--- config.mk ---
export PLATFORM = sky130hd
export DESIGN_NAME = ddr3_ctl_pins
export DESIGN_NICKNAME = d
export VERILOG_FILES = /design/src/hdl/pin_sync.v /design/src/hdl/cmd_decode.v /design/src/hdl/ddr3_ctl_pins.v
export VERILOG_INCLUDE_DIRS = /design/src /design/src/hdl
export SDC_FILE = /design/constraint.sdc
export NUM_CORES = 1
export LEC_CHECK = 0
export ABC_CLOCK_PERIOD_IN_PS = 1950
export BUFFER_PORTS_ARGS = -buffer_cell sky130_fd_sc_hd__buf_2
export CAP_MARGIN = 20
export CORE_MARGIN = 4
export CORE_UTILIZATION = 35
export CTS_CLUSTER_DIAMETER = 200
export DETAILED_ROUTE_END_ITERATION = 8
export MAX_ROUTING_LAYER = met4
export SETUP_SLACK_MARGIN = 0.4
export SYNTH_ARGS = -nofsm -noshare
export SYNTH_HDL_FRONTEND = slang
export SYNTH_SLANG_ARGS = --single-unit
--- constraint.sdc ---
create_clock -name ref_clk_in -period 1.95 [get_ports ref_clk_in]
set_input_delay 0.39 -clock ref_clk_in [delete_from_list [all_inputs] [get_ports ref_clk_in]]
set_output_delay 0.39 -clock ref_clk_in [all_outputs]
set_load 0.02 [all_outputs]
--- src/hdl/ddr3_ctl_map.vh ---
// Constants for the DDR3 command and control input block
`ifndef DDR3_CTL_MAP_VH
`define DDR3_CTL_MAP_VH
// Decoded command codes, {cs_n, ras_n, cas_n, we_n}
`define CMD_MRS 4'h0
`define CMD_REF 4'h1
`define CMD_PRE 4'h2
`define CMD_ACT 4'h3
`define CMD_WR 4'h4
`define CMD_RD 4'h5
`define CMD_ZQC 4'h6
`define CMD_NOP 4'h7
// Command output code used when the command is masked or ignored
`define CMD_DESEL 4'h8
// Power states
`define PS_ACTIVE 2'h0
`define PS_PRE_PD 2'h1
`define PS_ACT_PD 2'h2
`define PS_SELF_REF 2'h3
// Bank count and bank address width
`define BANK_COUNT 8
`define BANK_BITS 3
// Precharge all selector position in the address
`define ADDR_AP_BIT 10
// Mode register fields
`define MR1_RTT_LO 2
`define MR1_RTT_MID 6
`define MR1_RTT_HI 9
`define MR2_RTTWR_LO 9
`define MR2_RTTWR_HI 10
`define MR2_AUTO_SR_BIT 6
`define MR2_SRT_BIT 7
`define MR_SEL_1 3'h1
`define MR_SEL_2 3'h2
`endif

--- src/hdl/pin_sync.v ---
// Two flip-flop synchroniser for a bundle of pin inputs
`timescale 1ns/1ns
module pin_sync #(
	parameter WIDTH = 1
) (
	// Clock and reset
	input wire ref_clk_in,
	input wire reset_in,
	// Data
	input wire [WIDTH-1:0] async_in,
	output reg [WIDTH-1:0] sync_out
);
	reg [WIDTH-1:0] meta_r;
	always @(posedge ref_clk_in)
	begin
		if (reset_in)
		begin
			meta_r <= {WIDTH{1'b0}};
			sync_out <= {WIDTH{1'b0}};
		end
		else
		begin
			meta_r <= async_in;
			sync_out <= meta_r;
		end
	end
endmodule

--- src/hdl/cmd_decode.v ---
// Command decoder from chip select and the three command strobes
`timescale 1ns/1ns
`include "ddr3_ctl_map.vh"
module cmd_decode (
	// Strobes, active low
	input wire cs_n_in,
	input wire ras_n_in,
	input wire cas_n_in,
	input wire we_n_in,
	// Decoded command
	output reg [3:0] cmd_out
);
	always @*
	begin
		if (cs_n_in)
			cmd_out = `CMD_DESEL;
		else
			cmd_out = {1'b0, ras_n_in, cas_n_in, we_n_in};
	end
endmodule

--- src/hdl/ddr3_ctl_pins.v ---
// DDR3 command and control input side: sampling, power states and termination
`timescale 1ns/1ns
`include "ddr3_ctl_map.vh"

////////////////////////////////////////////////////////////////////////////////
// Overview of operation
// - Sample every control input where true clock rises (complement falls).
// - Clock enable high runs clocks, buffers, drivers; low stops them.
// - Clock enable low enters precharge or self-refresh idle, active power-down otherwise.
// - Rising clock enable exits self-refresh without needing a clock edge.
// - Power-down keeps only clock pair, termination control and clock enable buffers.
// - Self-refresh keeps only the clock enable buffer alive.
// - Chip select high on an edge masks that edge's command.
// - Command decoded from chip select, row, column and write strobes.
// - Registered termination control high enables termination on data, strobes, masks.
// - Termination control ignored when mode registers disable it or in self-refresh.
// - Active-low reset clears state while low; held high normally.
module ddr3_ctl_pins #(
	parameter ADDR_W = 14
) (
	// Clock and reset
	input wire ref_clk_in,
	input wire reset_in,
	// Memory pins from the controller
	input wire reset_n_pin_in,
	input wire ck_in,
	input wire ck_n_in,
	input wire cke_in,
	input wire cs_n_in,
	input wire ras_n_in,
	input wire cas_n_in,
	input wire we_n_in,
	input wire odt_in,
	input wire [`BANK_BITS-1:0] bank_in,
	input wire [ADDR_W-1:0] addr_in,
	// Decoded command, one pulse per link edge with chip select low accepted in the active state
	output reg cmd_valid_out,
	output reg [3:0] cmd_out,
	output reg [`BANK_BITS-1:0] cmd_bank_out,
	output reg [ADDR_W-1:0] cmd_addr_out,
	// Power and buffer state
	output reg [1:0] power_state_out,
	output reg int_clk_en_out,
	output reg out_drv_en_out,
	output reg cmd_buf_en_out,
	output reg ck_buf_en_out,
	output reg odt_buf_en_out,
	// Termination and status
	output reg term_en_out,
	output reg [`BANK_COUNT-1:0] bank_open_out,
	output reg auto_self_refresh_out,
	output reg ext_temp_sr_out
);
	////////////////////////////////////////////////////////////////////////////
	// Pin synchronisation
	wire [ADDR_W+`BANK_BITS+8:0] raw_w;
	wire [ADDR_W+`BANK_BITS+8:0] syn_w;
	assign raw_w = {reset_n_pin_in, ck_in, ck_n_in, cke_in, cs_n_in, ras_n_in,
		cas_n_in, we_n_in, odt_in, bank_in, addr_in};
	pin_sync #(
		.WIDTH(ADDR_W+`BANK_BITS+9)
	) u_sync (
		.ref_clk_in(ref_clk_in),
		.reset_in(reset_in),
		.async_in(raw_w),
		.sync_out(syn_w)
	);
	wire s_rst_n;
	wire s_ck;
	wire s_ck_n;
	wire s_cke;
	wire s_cs_n;
	wire s_ras_n;
	wire s_cas_n;
	wire s_we_n;
	wire s_odt;
	wire [`BANK_BITS-1:0] s_bank;
	wire [ADDR_W-1:0] s_addr;
	assign {s_rst_n, s_ck, s_ck_n, s_cke, s_cs_n, s_ras_n, s_cas_n, s_we_n, s_odt,
		s_bank, s_addr} = syn_w;

	////////////////////////////////////////////////////////////////////////////
	// Link clock edge detection
	reg ck_prev_r;
	wire ck_rise;
	// Differential crossing: true goes high while the complement goes low
	assign ck_rise = s_ck && !s_ck_n && !ck_prev_r;
	wire [3:0] dec_cmd;
	cmd_decode u_dec (
		.cs_n_in(s_cs_n),
		.ras_n_in(s_ras_n),
		.cas_n_in(s_cas_n),
		.we_n_in(s_we_n),
		.cmd_out(dec_cmd)
	);

	////////////////////////////////////////////////////////////////////////////
	// State
	reg [1:0] ps_r;
	reg [1:0] ps_nxt;
	reg [`BANK_COUNT-1:0] open_r;
	reg [`BANK_COUNT-1:0] open_nxt;
	reg [ADDR_W-1:0] mr1_r;
	reg [ADDR_W-1:0] mr2_r;
	reg odt_reg_r;
	reg cke_reg_r;
	wire dev_rst;
	// Pin reset dominates; only the synchronised level is looked at
	assign dev_rst = reset_in || !s_rst_n;

	function bank_hot;
		input [`BANK_BITS-1:0] b;
		input [`BANK_BITS-1:0] idx;
		begin
			bank_hot = (b == idx);
		end
	endfunction

	wire cmd_live;
	// Commands only count while the command buffers are up and clock is enabled
	assign cmd_live = ck_rise && cke_reg_r && s_cke && (ps_r == `PS_ACTIVE);

	integer i;
	always @*
	begin
		ps_nxt = ps_r;
		open_nxt = open_r;
		case (ps_r)
			`PS_ACTIVE:
			begin
				if (ck_rise && cke_reg_r && !s_cke)
				begin
					if (open_r != {`BANK_COUNT{1'b0}})
						ps_nxt = `PS_ACT_PD;
					else if (dec_cmd == `CMD_REF)
						ps_nxt = `PS_SELF_REF;
					else
						ps_nxt = `PS_PRE_PD;
				end
				else if (cmd_live)
				begin
					for (i = 0; i < `BANK_COUNT; i = i + 1)
					begin
						if (dec_cmd == `CMD_ACT && bank_hot(s_bank, i[`BANK_BITS-1:0]))
							open_nxt[i] = 1'b1;
						if (dec_cmd == `CMD_PRE &&
							(s_addr[`ADDR_AP_BIT] || bank_hot(s_bank, i[`BANK_BITS-1:0])))
							open_nxt[i] = 1'b0;
					end
				end
			end
			`PS_PRE_PD, `PS_ACT_PD:
			begin
				if (ck_rise && s_cke)
					ps_nxt = `PS_ACTIVE;
			end
			default:
			begin
				// Exit needs no link edge, the clock may be stopped here
				if (s_cke)
					ps_nxt = `PS_ACTIVE;
			end
		endcase
	end

	// Termination can follow the control pin only while a mode register enables it
	function rtt_enabled;
		input [ADDR_W-1:0] mr1;
		input [ADDR_W-1:0] mr2;
		begin
			rtt_enabled = mr1[`MR1_RTT_LO] || mr1[`MR1_RTT_MID] || mr1[`MR1_RTT_HI] ||
				mr2[`MR2_RTTWR_LO] || mr2[`MR2_RTTWR_HI];
		end
	endfunction

	// Clocks, drivers and command buffers run only in the active state
	function ps_awake;
		input [1:0] ps;
		begin
			ps_awake = (ps == `PS_ACTIVE);
		end
	endfunction

	// Clock and termination buffers stay up everywhere except self-refresh
	function ps_clocked;
		input [1:0] ps;
		begin
			ps_clocked = (ps != `PS_SELF_REF);
		end
	endfunction

	////////////////////////////////////////////////////////////////////////////
	// Output next values
	reg cmd_valid_nxt;
	reg [3:0] cmd_nxt;
	reg [`BANK_BITS-1:0] cmd_bank_nxt;
	reg [ADDR_W-1:0] cmd_addr_nxt;
	reg awake_nxt;
	reg clocked_nxt;
	reg term_en_nxt;
	reg auto_sr_nxt;
	reg ext_sr_nxt;
	always @*
	begin
		// Command outputs rest at deselect between link edges
		cmd_valid_nxt = 1'b0;
		cmd_nxt = `CMD_DESEL;
		cmd_bank_nxt = {`BANK_BITS{1'b0}};
		cmd_addr_nxt = {ADDR_W{1'b0}};
		if (cmd_live)
		begin
			cmd_valid_nxt = (dec_cmd != `CMD_DESEL);
			cmd_nxt = dec_cmd;
			cmd_bank_nxt = s_bank;
			cmd_addr_nxt = s_addr;
		end
		awake_nxt = ps_awake(ps_nxt);
		clocked_nxt = ps_clocked(ps_nxt);
		// Termination off when both mode registers leave it disabled
		term_en_nxt = odt_reg_r && clocked_nxt && rtt_enabled(mr1_r, mr2_r);
		auto_sr_nxt = mr2_r[`MR2_AUTO_SR_BIT];
		// Automatic mode takes over, so the manual extended flag is masked with it
		ext_sr_nxt = !mr2_r[`MR2_AUTO_SR_BIT] && mr2_r[`MR2_SRT_BIT];
	end

	////////////////////////////////////////////////////////////////////////////
	// Link-sampled state and mode registers
	always @(posedge ref_clk_in)
	begin
		if (dev_rst)
		begin
			ck_prev_r <= 1'b0;
			ps_r <= `PS_ACTIVE;
			open_r <= {`BANK_COUNT{1'b0}};
			mr1_r <= {ADDR_W{1'b0}};
			mr2_r <= {ADDR_W{1'b0}};
			odt_reg_r <= 1'b0;
			cke_reg_r <= 1'b0;
		end
		else
		begin
			ck_prev_r <= s_ck && !s_ck_n;
			ps_r <= ps_nxt;
			open_r <= open_nxt;
			if (ck_rise && ps_r != `PS_SELF_REF)
			begin
				cke_reg_r <= s_cke;
				odt_reg_r <= s_odt;
			end
			else if (ps_r == `PS_SELF_REF)
				cke_reg_r <= s_cke;
			if (cmd_live && dec_cmd == `CMD_MRS)
			begin
				if (s_bank == `MR_SEL_1)
					mr1_r <= s_addr;
				if (s_bank == `MR_SEL_2)
					mr2_r <= s_addr;
			end
		end
	end

	////////////////////////////////////////////////////////////////////////////
	// Output registers: every output comes straight from a flip-flop
	always @(posedge ref_clk_in)
	begin
		if (dev_rst)
		begin
			cmd_valid_out <= 1'b0;
			cmd_out <= `CMD_DESEL;
			cmd_bank_out <= {`BANK_BITS{1'b0}};
			cmd_addr_out <= {ADDR_W{1'b0}};
			power_state_out <= `PS_ACTIVE;
			int_clk_en_out <= 1'b0;
			out_drv_en_out <= 1'b0;
			cmd_buf_en_out <= 1'b0;
			ck_buf_en_out <= 1'b0;
			odt_buf_en_out <= 1'b0;
			term_en_out <= 1'b0;
			bank_open_out <= {`BANK_COUNT{1'b0}};
			auto_self_refresh_out <= 1'b0;
			ext_temp_sr_out <= 1'b0;
		end
		else
		begin
			cmd_valid_out <= cmd_valid_nxt;
			cmd_out <= cmd_nxt;
			cmd_bank_out <= cmd_bank_nxt;
			cmd_addr_out <= cmd_addr_nxt;
			power_state_out <= ps_nxt;
			int_clk_en_out <= awake_nxt;
			out_drv_en_out <= awake_nxt;
			cmd_buf_en_out <= awake_nxt;
			ck_buf_en_out <= clocked_nxt;
			odt_buf_en_out <= clocked_nxt;
			term_en_out <= term_en_nxt;
			bank_open_out <= open_nxt;
			auto_self_refresh_out <= auto_sr_nxt;
			ext_temp_sr_out <= ext_sr_nxt;
		end
	end
endmodule

# --- After elaboration in Yosys (flattened, before gate mapping) ---
# Index checks and enable logic that the tools add are counted.
word_totals:
  ff_bits: 113
  latch_bits: 0
  elab_cells: 140
  inputBits: 28
  ramBits: 0
  mem_count: 0
  romBits: 0
  output_inout_bits: 40
op_classes:
  div: 0
  n_reduce_logical: 72
  n_shift: 0
  mux: 25
  add_sub_neg: 0
  order_cmp: 0
  n_eq_ne: 16
  bitwise_logic: 2
  multipliers: 0
op_table:
  columns: ["op", "n"]
  rows:
  - ["AND reduction 4 bit", 8]
  - ["logical AND 1 bit", 28]
  - ["two-way mux 1 bit", 18]
  - ["nonzero test 2 bit", 9]
  - ["logical OR 1 bit", 13]
  - ["equality test 3 bit (second input constant)", 4]
  - ["two-way mux 2 bit", 5]
  - ["equality test 4 x 2 -> 1 bit (second input constant)", 2]
  - ["nonzero test 8 bit", 1]
  - ["equality test 3 x 2 -> 1 bit (second input constant)", 2]
  - ["zero test 1 bit", 5]
  - ["equality test 2 bit (second input constant)", 2]
  - ["equality test 4 x 1 -> 1 bit (second input constant)", 1]
  - ["zero test 2 bit", 2]
  - ["zero test 4 bit", 1]
  - ["two-way mux 4 bit", 1]
  - ["inequality test 2 bit (second input constant)", 2]
  - ["inequality test 4 bit (second input constant)", 1]
  - ["case mux 2 bit (2 select lines)", 1]
  - ["AND reduction 2 bit", 2]
  - ["OR reduction 2 bit", 2]
  - ["equality test 3 x 1 -> 1 bit (second input constant)", 1]
  - ["zero test 3 bit", 1]
  - ["equality test 2 x 1 -> 1 bit (second input constant)", 1]
  - ["NOT 1 bit", 2]

# --- Depth between registers and ports, before layout ---
# Gate-level depths: netlist (run 1).
logic_depth:
  word_depth: 10
  depth_mapped: 8
  depth_no_buf: 7

# --- Modules after synthesis ---
# From an unflattened synthesis (run 1), not the netlist that was laid out.
hier_totals:
  cells_unflattened: 298
  hier_area_um2: 3209.3
by_module_without_submodules:
  columns: ["module", "cells_each", "n_inst", "area_per_inst_um2", "seq_area_each_um2"]
  rows:
  - ["ddr3_ctl_pins", 185, 1, 1791.7, 940.9]
  - ["pin_sync", 109, 1, 1391.3, 1041.0]
  - ["cmd_decode", 4, 1, 26.3, 0.0]

# --- Least setup slack after synthesis (run 1) ---
# No wires, ideal clock.
synth_path:
  kind: "register -> register"
  from: "reg open_r[3]"
  to: "reg power_state_out[1]"
  stages_incl_launch_ff: 6
  slack_ns: 0.297
  required_ns: 1.835
  path_buffers: 0
  t_arrival_ns: 1.538
  period_less_slack_ns: 1.653
  setup_ns: 0.115
  cell_sequence: "dfxtp_1 > or4_1 > nor2_1 > o31ai_1 > a32o_1 > and2_1"
synth_between:
  elab_chain_cells: 4
synth_lines:
  columns: ["element", "line_no", "text"]
  rows:
  - ["start, declared", "ddr3_ctl_pins.v:101", "reg [`BANK_COUNT-1:0] open_r;"]
  - ["start signal, assigned", "ddr3_ctl_pins.v:234", "open_r <= {`BANK_COUNT{1'b0}};"]
  - ["start signal, assigned", "ddr3_ctl_pins.v:244", "open_r <= open_nxt;"]
  - ["nonzero test 8 bit", "ddr3_ctl_pins.v:133", "if (open_r != {`BANK_COUNT{1'b0}})"]
  - ["two-way mux 2 bit", "ddr3_ctl_pins.v:133", null]
  - ["two-way mux 2 bit", "ddr3_ctl_pins.v:131", "if (ck_rise && cke_reg_r && !s_cke)"]
  - ["case mux 2 bit (2 select lines)", "ddr3_ctl_pins.v:128", "case (ps_r)"]
  - ["end signal, assigned", "ddr3_ctl_pins.v:272", "power_state_out <= `PS_ACTIVE;"]
  - ["end signal, assigned", "ddr3_ctl_pins.v:289", "power_state_out <= ps_nxt;"]
  - ["end, declared", "ddr3_ctl_pins.v:42", "output reg [1:0] power_state_out,"]
# No other way between the ends.
# A chain may end at the register's enable or synchronous reset.

# --- Worst setup path in the final report (run 1) ---
layout_path:
  from: "reg ck_prev_r"
  to: "reg power_state_out[0]"
layout_between:
  elab_chain_cells: 6
  word_cells_on_any_way: 8
  cone_classes: "mux (3); reduce/logical (5)"
layout_lines:
  columns: ["element", "line_no", "text"]
  rows:
  - ["start, declared", "ddr3_ctl_pins.v:84", "reg ck_prev_r;"]
  - ["start signal, assigned", "ddr3_ctl_pins.v:242", "ck_prev_r <= s_ck && !s_ck_n;"]
  - ["zero test 1 bit (*)", "ddr3_ctl_pins.v:87", "assign ck_rise = s_ck && !s_ck_n && !ck_prev_r;"]
  - ["logical AND 1 bit (*)", "ddr3_ctl_pins.v:87", null]
  - ["logical AND 1 bit (2 in series)", "ddr3_ctl_pins.v:131", null]
  - ["two-way mux 2 bit", "ddr3_ctl_pins.v:131", null]
  - ["case mux 2 bit (2 select lines) (*)", "ddr3_ctl_pins.v:128", null]
# Every way passes the cells marked *; elsewhere a longest branch is shown, timed or not.

==> results.cfg, run 1 <==
[final_layout]
layout_common_cells = dfxtp_1, buf_2, nor2b_1
layout-drive-gt1-share_pct = 35.3
layout.nets = 402
final_util_pct = 45.4
syn2layout_area_growth_pct = 26.0
fillCellCount = 840
layout_commonest_cell = dfxtp_1
diodes = 0

[route]
drtIter0Drc = 74
ant_nets = 0
dr.pass1.iters = 4
drc_errors = 0
via_per_inst = 4.52
num_vias = 2191
routed_wl_um = 6000
wire_per_inst_um = 12.4

[cts]
clock_sinks = 99
clk_latency_ps = 350
h-tree-depth = 3
cts_tree = done
numCtsBuffers = 9
cts_buffer_depth = 2
path_clk_slew_ps = 90
cts-root-buf = clkbuf_8

[die]
initial_core_util_pct = 36.0
row_count = 34
die_x_um = 103
core_area_um2 = 8760
num_io_pins = 68
die_h_um = 103
dieArea_um2 = 10600

[global_routing]
antenna_found_initial = 0
grt_usage_pct = 12.2
grt.overflow.total = 0
grt_pass1_wl_um = 9620
grt_max_degree = 34
grt_pass1_vias = 2036

[worst_hold_path]
hold_class = input pin to flip-flop
holdPathStages = 2

[placement]
gp_congestion = 0.769
portBuffers = 67
dp_hpwl_um = 4130

[yosys]
yosysWarnings = 0
yosysTopAreaCell = dfxtp_1
synth.yosys.seq_area_share_pct = 62.8
synth.distinct_cells = 32
netlist_instances = 295
yosys-top-cells-area = dfxtp_1, nor2b_1, and3_1
syn_nets = 325
syn-cell-area_um2 = 3160
avgSynthCellArea_um2 = 10.7
ys_ff_latch = 99
yosys.area.top_type_share_pct = 62.8

[setup_path]
setup.worst_path.class = flip-flop to flip-flop
startpoint_type = flip-flop
crit_path_end_kind = flip-flop
ff2ff_path_depth = 5
cp.required_ps = 2200
cp.arrival_ps = 1910
worstPathMaxFanout = 5

[pwr]
power-per-cell-area_nw_per_um2 = 877
power.leakage_nw = 1.82
ir_drop_mv = 0.322

[timing]
fmax_mhz = 602
drv_slew = 0
fin_crit_sh_pct = 85.2
finalSetupViolCount = 0
skew_ps = 7.50
rsz0062_at_grt = yes
tightest_slew_ps = 421
setup_tns_ps = 0
finalCriticalPeriod_ps = 1660
relSlewSlack_pct = 71.8
finalHoldViolations = 0

[run_status]
status = completed

[flow_run]
maxCapViolCount = 0
sequential cells by signal, summed over array words and instances, names as in the netlist, 2 cells and up:
register and flops:
u_sync.meta_r 26, u_sync.sync_out 26, cmd_addr_out 14, open_r 8
cmd_out 4, mr2_r 4, cmd_bank_out 3, mr1_r 3
power_state_out 2
report_power, final:
part / internal [mW] / switching [mW]
logic: 0.0630 / 0.0607
registers: 2.07 / 0.0227
clock network: 0.622 / 0.651
final cells by class:
class,instances,area (um2),share of cell area [%]
Clock buffer,11,141,3.55
Clock inverter,5,52.6,1.32
Inverter,4,15.0,0.377
Multi-Input combinational cell,175,1180,29.6
Sequential cell,99,1990,50.1
Tap cell,108,135,3.40
Timing Repair Buffer,83,467,11.7
Yosys cell counts:
library cell	instances
o31ai_1	1
and3_1	17
nor3b_2	1
a31oi_1	1
and2_1	5
o21a_1	1
dfxtp_1	99
nor2_1	24
a32o_1	2
nand3_1	6
ha_1	2
nor3_2	1
nor2b_1	58
buf_4	4
o32ai_1	1
o21ai_0	6
nor3b_1	3
mux2i_1	6
nor3_1	1
clkbuf_1	13
nor4b_4	1
a21oi_1	11
nand4_1	3
inv_1	4
or4_1	3
and2_4	1
nand2b_1	2
nor2_2	2
or3b_4	1
nand3_2	1
o211ai_1	5
nand2_1	9
worst paths after layout:
| path | slack [ps] | endpoint | startpoint |
|---|---|---|---|
| max | 290 | power_state_out[0]$_SDFF_PP0_ | ck_prev_r$_SDFF_PP0_ |
| min | 240 | u_sync.meta_r[5]$_SDFF_PP0_ | addr_in[5] |
| max reg2reg | 290 | power_state_out[0]$_SDFF_PP0_ | ck_prev_r$_SDFF_PP0_ |
| min reg2reg | 410 | ext_temp_sr_out$_SDFF_PP0_ | mr2_r[6]$_SDFFE_PP0P_ |
layer usage:
metal	part of all wire, %	vias to the layer above	track usage, %
met5	0	-	-
met4	1.7	0	4.78
met3	6.9	11	3.99
met2	46	63	18.2
met1	46	990	15.4
li1	-	1127	-
metrics by stage:
stage               hold WS (ps)  cell area (um2)  power (mW)  instances  setup slack, ps
finish                       238             3980        3.49        485              288
global route                 225             3980        3.64        485              217
CTS                          223             3890        3.54        483              317
detailed placement           408             3610        2.26        460              258
floorplan                    388             3170        2.21        295              347
global placement             406             3610        2.26        460              297
critical path: stages (launching register included):
cell	delay [ps]
dfxtp_2	330
or3b_4	450
nor3b_4	230
o32ai_2	120
a32o_2	270
and2_1	160
cells by family (layout without fill, tap and decap cells):
kind of cell / after synthesis / after routing / share of synthesized area, %
DFF: 99 / 99 / 62.8
AOI/OAI and AO/OA: 28 / 28 / 5.47
and+or+nand+nor: 139 / 139 / 26.1
muxes: 6 / 6 / 1.90
buffers and inverters: 21 / 103 / 2.97
adders and majority gates: 2 / 2 / 0.792
repair_timing:
action,in CTS,in global routing
pin swaps,8,13
resized for setup,10,20
buffers inserted,7,2
hold buffers,0,0
setup endpoints to repair,24,29
No activity file was read; power rests on OpenSTA's default activity.
==> run 2: changes to the inputs <==
--- a/config.mk
+++ b/config.mk
@@ -17,4 +17,5 @@
 export SETUP_SLACK_MARGIN = 0.4
 export SYNTH_ARGS = -nofsm -noshare
 export SYNTH_HDL_FRONTEND = slang
+export SYNTH_HIERARCHICAL = 1
 export SYNTH_SLANG_ARGS = --single-unit
==> run 2 against run 1 <==
  * Global-route usage down 0.68 points
  * Die area rose by 1.5%
  * Non-clock buffer count decreased by 2
  * Synthesized cell count rose by 1.0%
  * Routed wire length fell by 3.2%
  * Sequential power is essentially flat
  * Flip-flop and latch count unchanged
  * Worst setup slack gained 12 ps
  * Final area is 0.57% higher
  * Total power rose by 2.2%
  * Combinational power hardly changed
  * Largest cell class unchanged
  * Highest routed layer unchanged
==> results.cfg, run 2 <==
[placement]
dp_hpwl_um = 3860
gp_congestion = 0.805
portBuffers = 67

[setup_path]
cp.arrival_ps = 1910
worstPathMaxFanout = 4
startpoint_type = flip-flop
crit_path_end_kind = flip-flop
cp.required_ps = 2210
setup.worst_path.class = flip-flop to flip-flop

[cts]
cts-root-buf = clkbuf_8
path_clk_slew_ps = 100
numCtsBuffers = 9
clock_sinks = 99
postCtsHoldBufs = 0
clk_latency_ps = 350
cts_buffer_depth = 2
h-tree-depth = 3
cts_tree = done

[timing]
finalCriticalPeriod_ps = 1650
drv_slew = 0
skew_ps = 9.05
fmax_mhz = 606
tightest_slew_ps = 498
finalHoldViolations = 0
rsz0062_at_grt = yes
setup_tns_ps = 0
finalSetupViolCount = 0
relSlewSlack_pct = 66.8
fin_crit_sh_pct = 84.6

[yosys]
yosysWarnings = 6
avgSynthCellArea_um2 = 10.8
yosys.area.top_type_share_pct = 61.8
ys_ff_latch = 99
netlist_instances = 298
syn_nets = 328
yosys_most_used_dff = dfxtp_1
syn-cell-area_um2 = 3210
yosysMostFrequentCell = dfxtp_1
async_flop_share_pct = 0
synth_common_cells = dfxtp_1, nor2b_1, and2_1
yosysTopAreaCell = dfxtp_1
yosys-top-cells-area = dfxtp_1, nor2b_1, and2_1
synth.yosys.seq_area_share_pct = 61.8
synth.distinct_cells = 39
synth-edff-count = 0

[die]
row_count = 34
die_h_um = 104
dieArea_um2 = 10800
die_x_um = 104
core_area_um2 = 8810
initial_core_util_pct = 36.4
num_io_pins = 68

[route]
via_per_inst = 4.48
wire_per_inst_um = 12.0
ant_nets = 0
num_vias = 2167
drc_errors = 0
drtIter0Drc = 91
routed_wl_um = 5810
dr.pass1.iters = 4

[global_routing]
grt_usage_pct = 11.5
grt_pass1_wl_um = 9970
grt_max_degree = 54
grt_pass1_vias = 2145
met1_usage_pct = 14.8
grt.overflow.total = 0
antenna_found_initial = 0
grt-busiest-layer = met2
grtUsageMet2_pct = 17.2
use_met3_pct = 4.04

[flow_run]
maxCapViolCount = 0

[final_layout]
final_util_pct = 45.5
layout.nets = 401
diodes = 0
layout_commonest_cell = dfxtp_1
syn2layout_area_growth_pct = 24.7
layout_common_cells = dfxtp_1, buf_2, nor2b_1
layout-drive-gt1-share_pct = 34.6
reg.largest.list = u_sync/meta_r x26, u_sync/sync_out x26, cmd_addr_out x14

[pwr]
power.leakage_nw = 1.72
finalPower_mw = 3.57
power-per-cell-area_nw_per_um2 = 892
ir_drop_mv = 0.537

[worst_hold_path]
hold_class = input pin to flip-flop

[run_status]
status = completed
run 2: cell types whose count changed in the layout (fill, tap and decap cells not counted), sizes merged, moves of 3 or more:
cell | before | now
nand3b | 0 | 3
nor2 | 26 | 11
a21oi | 11 | 6
inv | 4 | 13
and2 | 6 | 22
nand2 | 9 | 13
and3 | 17 | 2
mux2i | 6 | 1
o21ai | 6 | 10
run 2: cell type report:
class | instances | area [um2]
Fill cell | 846 | 4800
Sequential cell | 99 | 2000
Multi-Input combinational cell | 171 | 1170
Timing Repair Buffer | 81 | 457
Clock buffer | 10 | 138
Tap cell | 108 | 135
Clock inverter | 6 | 70.1
Inverter | 9 | 33.8
run 2: critical path, stage by stage (launching register included):
cell	delay (ps)
dfxtp_2	330
or4_4	530
nor2_4	140
o41ai_1	80
a32o_2	310
nor3_1	180
run 2: per-layer routing:
metal,routed length [um],part of all wire (%)
met1,2860,49
met2,2500,43
met3,373,6.4
met4,65,1.1
met5,0,0
run 2: power breakdown:
part	total (mW)	internal [mW]	switching, mW
registers	2.09	2.07	0.0187
logic	0.126	0.0632	0.0624
clock network	1.36	0.646	0.711
total	3.57	2.78	0.792
run 2: cell families after synthesis:
logic type	after synthesis	share of synthesized area (%)
AOI/OAI and AO/OA	36	7.45
adders and majority gates	2	0.780
buffers and inverters	28	4.09
DFF	99	61.8
muxes	1	0.312
and+or+nand+nor	132	25.6
run 2: path summary, 6_finish.rpt:
path | from | to | slack [ps] | depth (start not counted)
min | addr_in[12] | u_sync/meta_r[12]$_SDFF_PP0_ | 240 | 2
min reg2reg | mr2_r[6]$_SDFFE_PP0P_ | ext_temp_sr_out$_SDFF_PP0_ | 430 | 1
max | open_r[3]$_SDFFE_PP0P_ | cmd_buf_en_out$_SDFF_PP0_ | 300 | 5
max reg2reg | open_r[3]$_SDFFE_PP0P_ | cmd_buf_en_out$_SDFF_PP0_ | 300 | 5
run 2: timing repair:
action | in CTS | in global routing
pin swaps | 10 | 13
resized for setup | 16 | 12
buffers inserted | 6 | 3
endpoints found under the setup margin | 17 | 20
run 2: metrics by stage:
stage	instances	hold WS, ps	instance area (um2)	setup WS, ps
after global routing	484	216	4000	245
after CTS	481	217	3950	318
final	484	243	4000	300
after global placement	459	408	3650	260
after detailed placement	459	415	3650	187
after floorplan	298	396	3240	367
==> run 3: changes to the inputs <==
--- a/config.mk
+++ b/config.mk
@@ -6,7 +6,7 @@
 export SDC_FILE = /design/constraint.sdc
 export NUM_CORES = 1
 export LEC_CHECK = 0
-export ABC_CLOCK_PERIOD_IN_PS = 1950
+export ABC_CLOCK_PERIOD_IN_PS = 1400
 export BUFFER_PORTS_ARGS = -buffer_cell sky130_fd_sc_hd__buf_2
 export CAP_MARGIN = 20
 export CORE_MARGIN = 4
==> constraint.sdc (replaced) <==
create_clock -name ref_clk_in -period 1.4 [get_ports ref_clk_in]
set_input_delay 0.28 -clock ref_clk_in [delete_from_list [all_inputs] [get_ports ref_clk_in]]
set_output_delay 0.28 -clock ref_clk_in [all_outputs]
set_load 0.02 [all_outputs]
==> run 3 against run 2 <==
  * The run now ends with setup timing left
  * Combinational power grew 67%
  * Clock skew grew 3.1 ps
  * Fmax grew 1.0%
  * Critical endpoint is now ps_r[1]$_SDFF_PP0_
==> results.cfg, run 3 (synthesized netlist as in run 2, its figures left out) <==
[run_status]
status = finished, violations left
violations = setup timing

[timing]
worst_slack_ps = -233
tightest_slew_ps = 451
drv_slew = 0
relSlewSlack_pct = 69.9
fmax_mhz = 612
rsz0062_at_grt = yes
finalSetupViolCount = 27
finalHoldViolations = 0
setup_tns_ps = -2940
finalCriticalPeriod_ps = 1630
skew_ps = 12.2
fin_crit_sh_pct = 117

[global_routing]
grt_usage_pct = 12.0
grt.overflow.total = 0
grt_pass1_vias = 2257
antenna_found_initial = 0
grt_max_degree = 32
grt_pass1_wl_um = 10200

[setup_path]
crit_path_end_kind = flip-flop
worstPathMaxFanout = 4
setup.worst_path.class = flip-flop to flip-flop
slowest_delay_ps = 540
cp.arrival_ps = 1870
cp_cell_sequence = or4_4 > nor2_4 > o41ai_1 > a32o_2 > and2_1
startpoint_type = flip-flop
crit_slowest_cell = or4_4
cp.required_ps = 1640
cp_num_buf_inv = 0
critPathTopFamily = simple AND/OR/NAND/NOR gates

[placement]
portBuffers = 67
gp_congestion = 0.773
dp_hpwl_um = 4230

[route]
via_per_inst = 4.44
ant_nets = 0
routed_wl_um = 6260
num_vias = 2295
drc_errors = 0
drtIter0Drc = 49
wire_per_inst_um = 12.1
dr.pass1.iters = 4

[pwr]
power-per-cell-area_nw_per_um2 = 1110
ir_drop_mv = 0.552
power.leakage_nw = 2.00

[die]
row_count = 34
num_io_pins = 68
die_h_um = 104
initial_core_util_pct = 36.4
die_x_um = 104
dieArea_um2 = 10800
core_area_um2 = 8810

[cts]
path_clk_slew_ps = 90
numCtsBuffers = 9
cts_tree = done
cts_buffer_depth = 2
h-tree-depth = 3
clock_sinks = 99
clk_latency_ps = 350
cts-root-buf = clkbuf_8
postCtsHoldBufs = 0

[final_layout]
reg.largest.list = u_sync/meta_r x26, u_sync/sync_out x26, cmd_addr_out x14
syn2layout_area_growth_pct = 47.2
diodes = 0
layout.nets = 435
layout_common_cells = dfxtp_1, buf_6, nor2b_1
final_util_pct = 53.6
layout_commonest_cell = dfxtp_1
layout-drive-gt1-share_pct = 49.1

[flow_run]
maxCapViolCount = 0

[worst_hold_path]
hold_class = input pin to flip-flop
==> run 3: cell type report <==
type                            count  area (um2)
Tap cell                          108         135
Multi-Input combinational cell    171        1210
Timing Repair Buffer              115        1060
Clock inverter                      6         113
Inverter                            9        36.3
Fill cell                         768        4080
Clock buffer                        9         124
Sequential cell                    99        2040
==> run 3: what timing repair did <==
action | CTS | global route
buffers inserted | 8 | 8
cloned | 0 | 2
pin swaps | 5 | 7
endpoints found under the setup margin | 85 | 85
gates resized for setup | 132 | 19
==> run 3: report_power, final <==
part           switching (mW)  internal (mW)
Sequential             0.0240           2.88
Clock                   0.929           1.18
Combinational          0.0965          0.115
Total                    1.05           4.18
==> run 3: worst paths after layout <==
path | startpoint | to | slack (ps) | cells past startpoint
worst max-delay path | open_r[3]$_SDFFE_PP0P_ | ps_r[1]$_SDFF_PP0_ | -230 | 5
worst min-delay path | ras_n_in | u_sync/meta_r[20]$_SDFF_PP0_ | 130 | 2
worst max register to register | open_r[3]$_SDFFE_PP0P_ | ps_r[1]$_SDFF_PP0_ | -230 | 5
worst min register to register | u_sync/meta_r[4]$_SDFF_PP0_ | u_sync/sync_out[4]$_SDFF_PP0_ | 440 | 1
==> run 3: layer usage <==
| metal | vias to the layer above | wire [um] | GRT usage, % |
|---|---|---|---|
| met5 | - | 0 | - |
| met4 | 0 | 76 | 3.99 |
| met3 | 8 | 315 | 4.10 |
| met2 | 57 | 2850 | 19.1 |
| met1 | 1040 | 3010 | 14.3 |
| li1 | 1190 | - | - |
==> run 3: metrics by stage <==
stage | power (mW) | instance area [um2] | setup WS [ps] | hold slack (ps) | cells
after floorplan | 3.08 | 3290 | -174 | 352 | 298
after global placement | 3.15 | 3900 | -205 | 414 | 484
after detailed placement | 3.16 | 3900 | -240 | 419 | 484
after CTS | 5.28 | 4570 | -224 | 114 | 507
after global routing | 5.42 | 4720 | -317 | 113 | 517
final | 5.23 | 4720 | -233 | 129 | 517
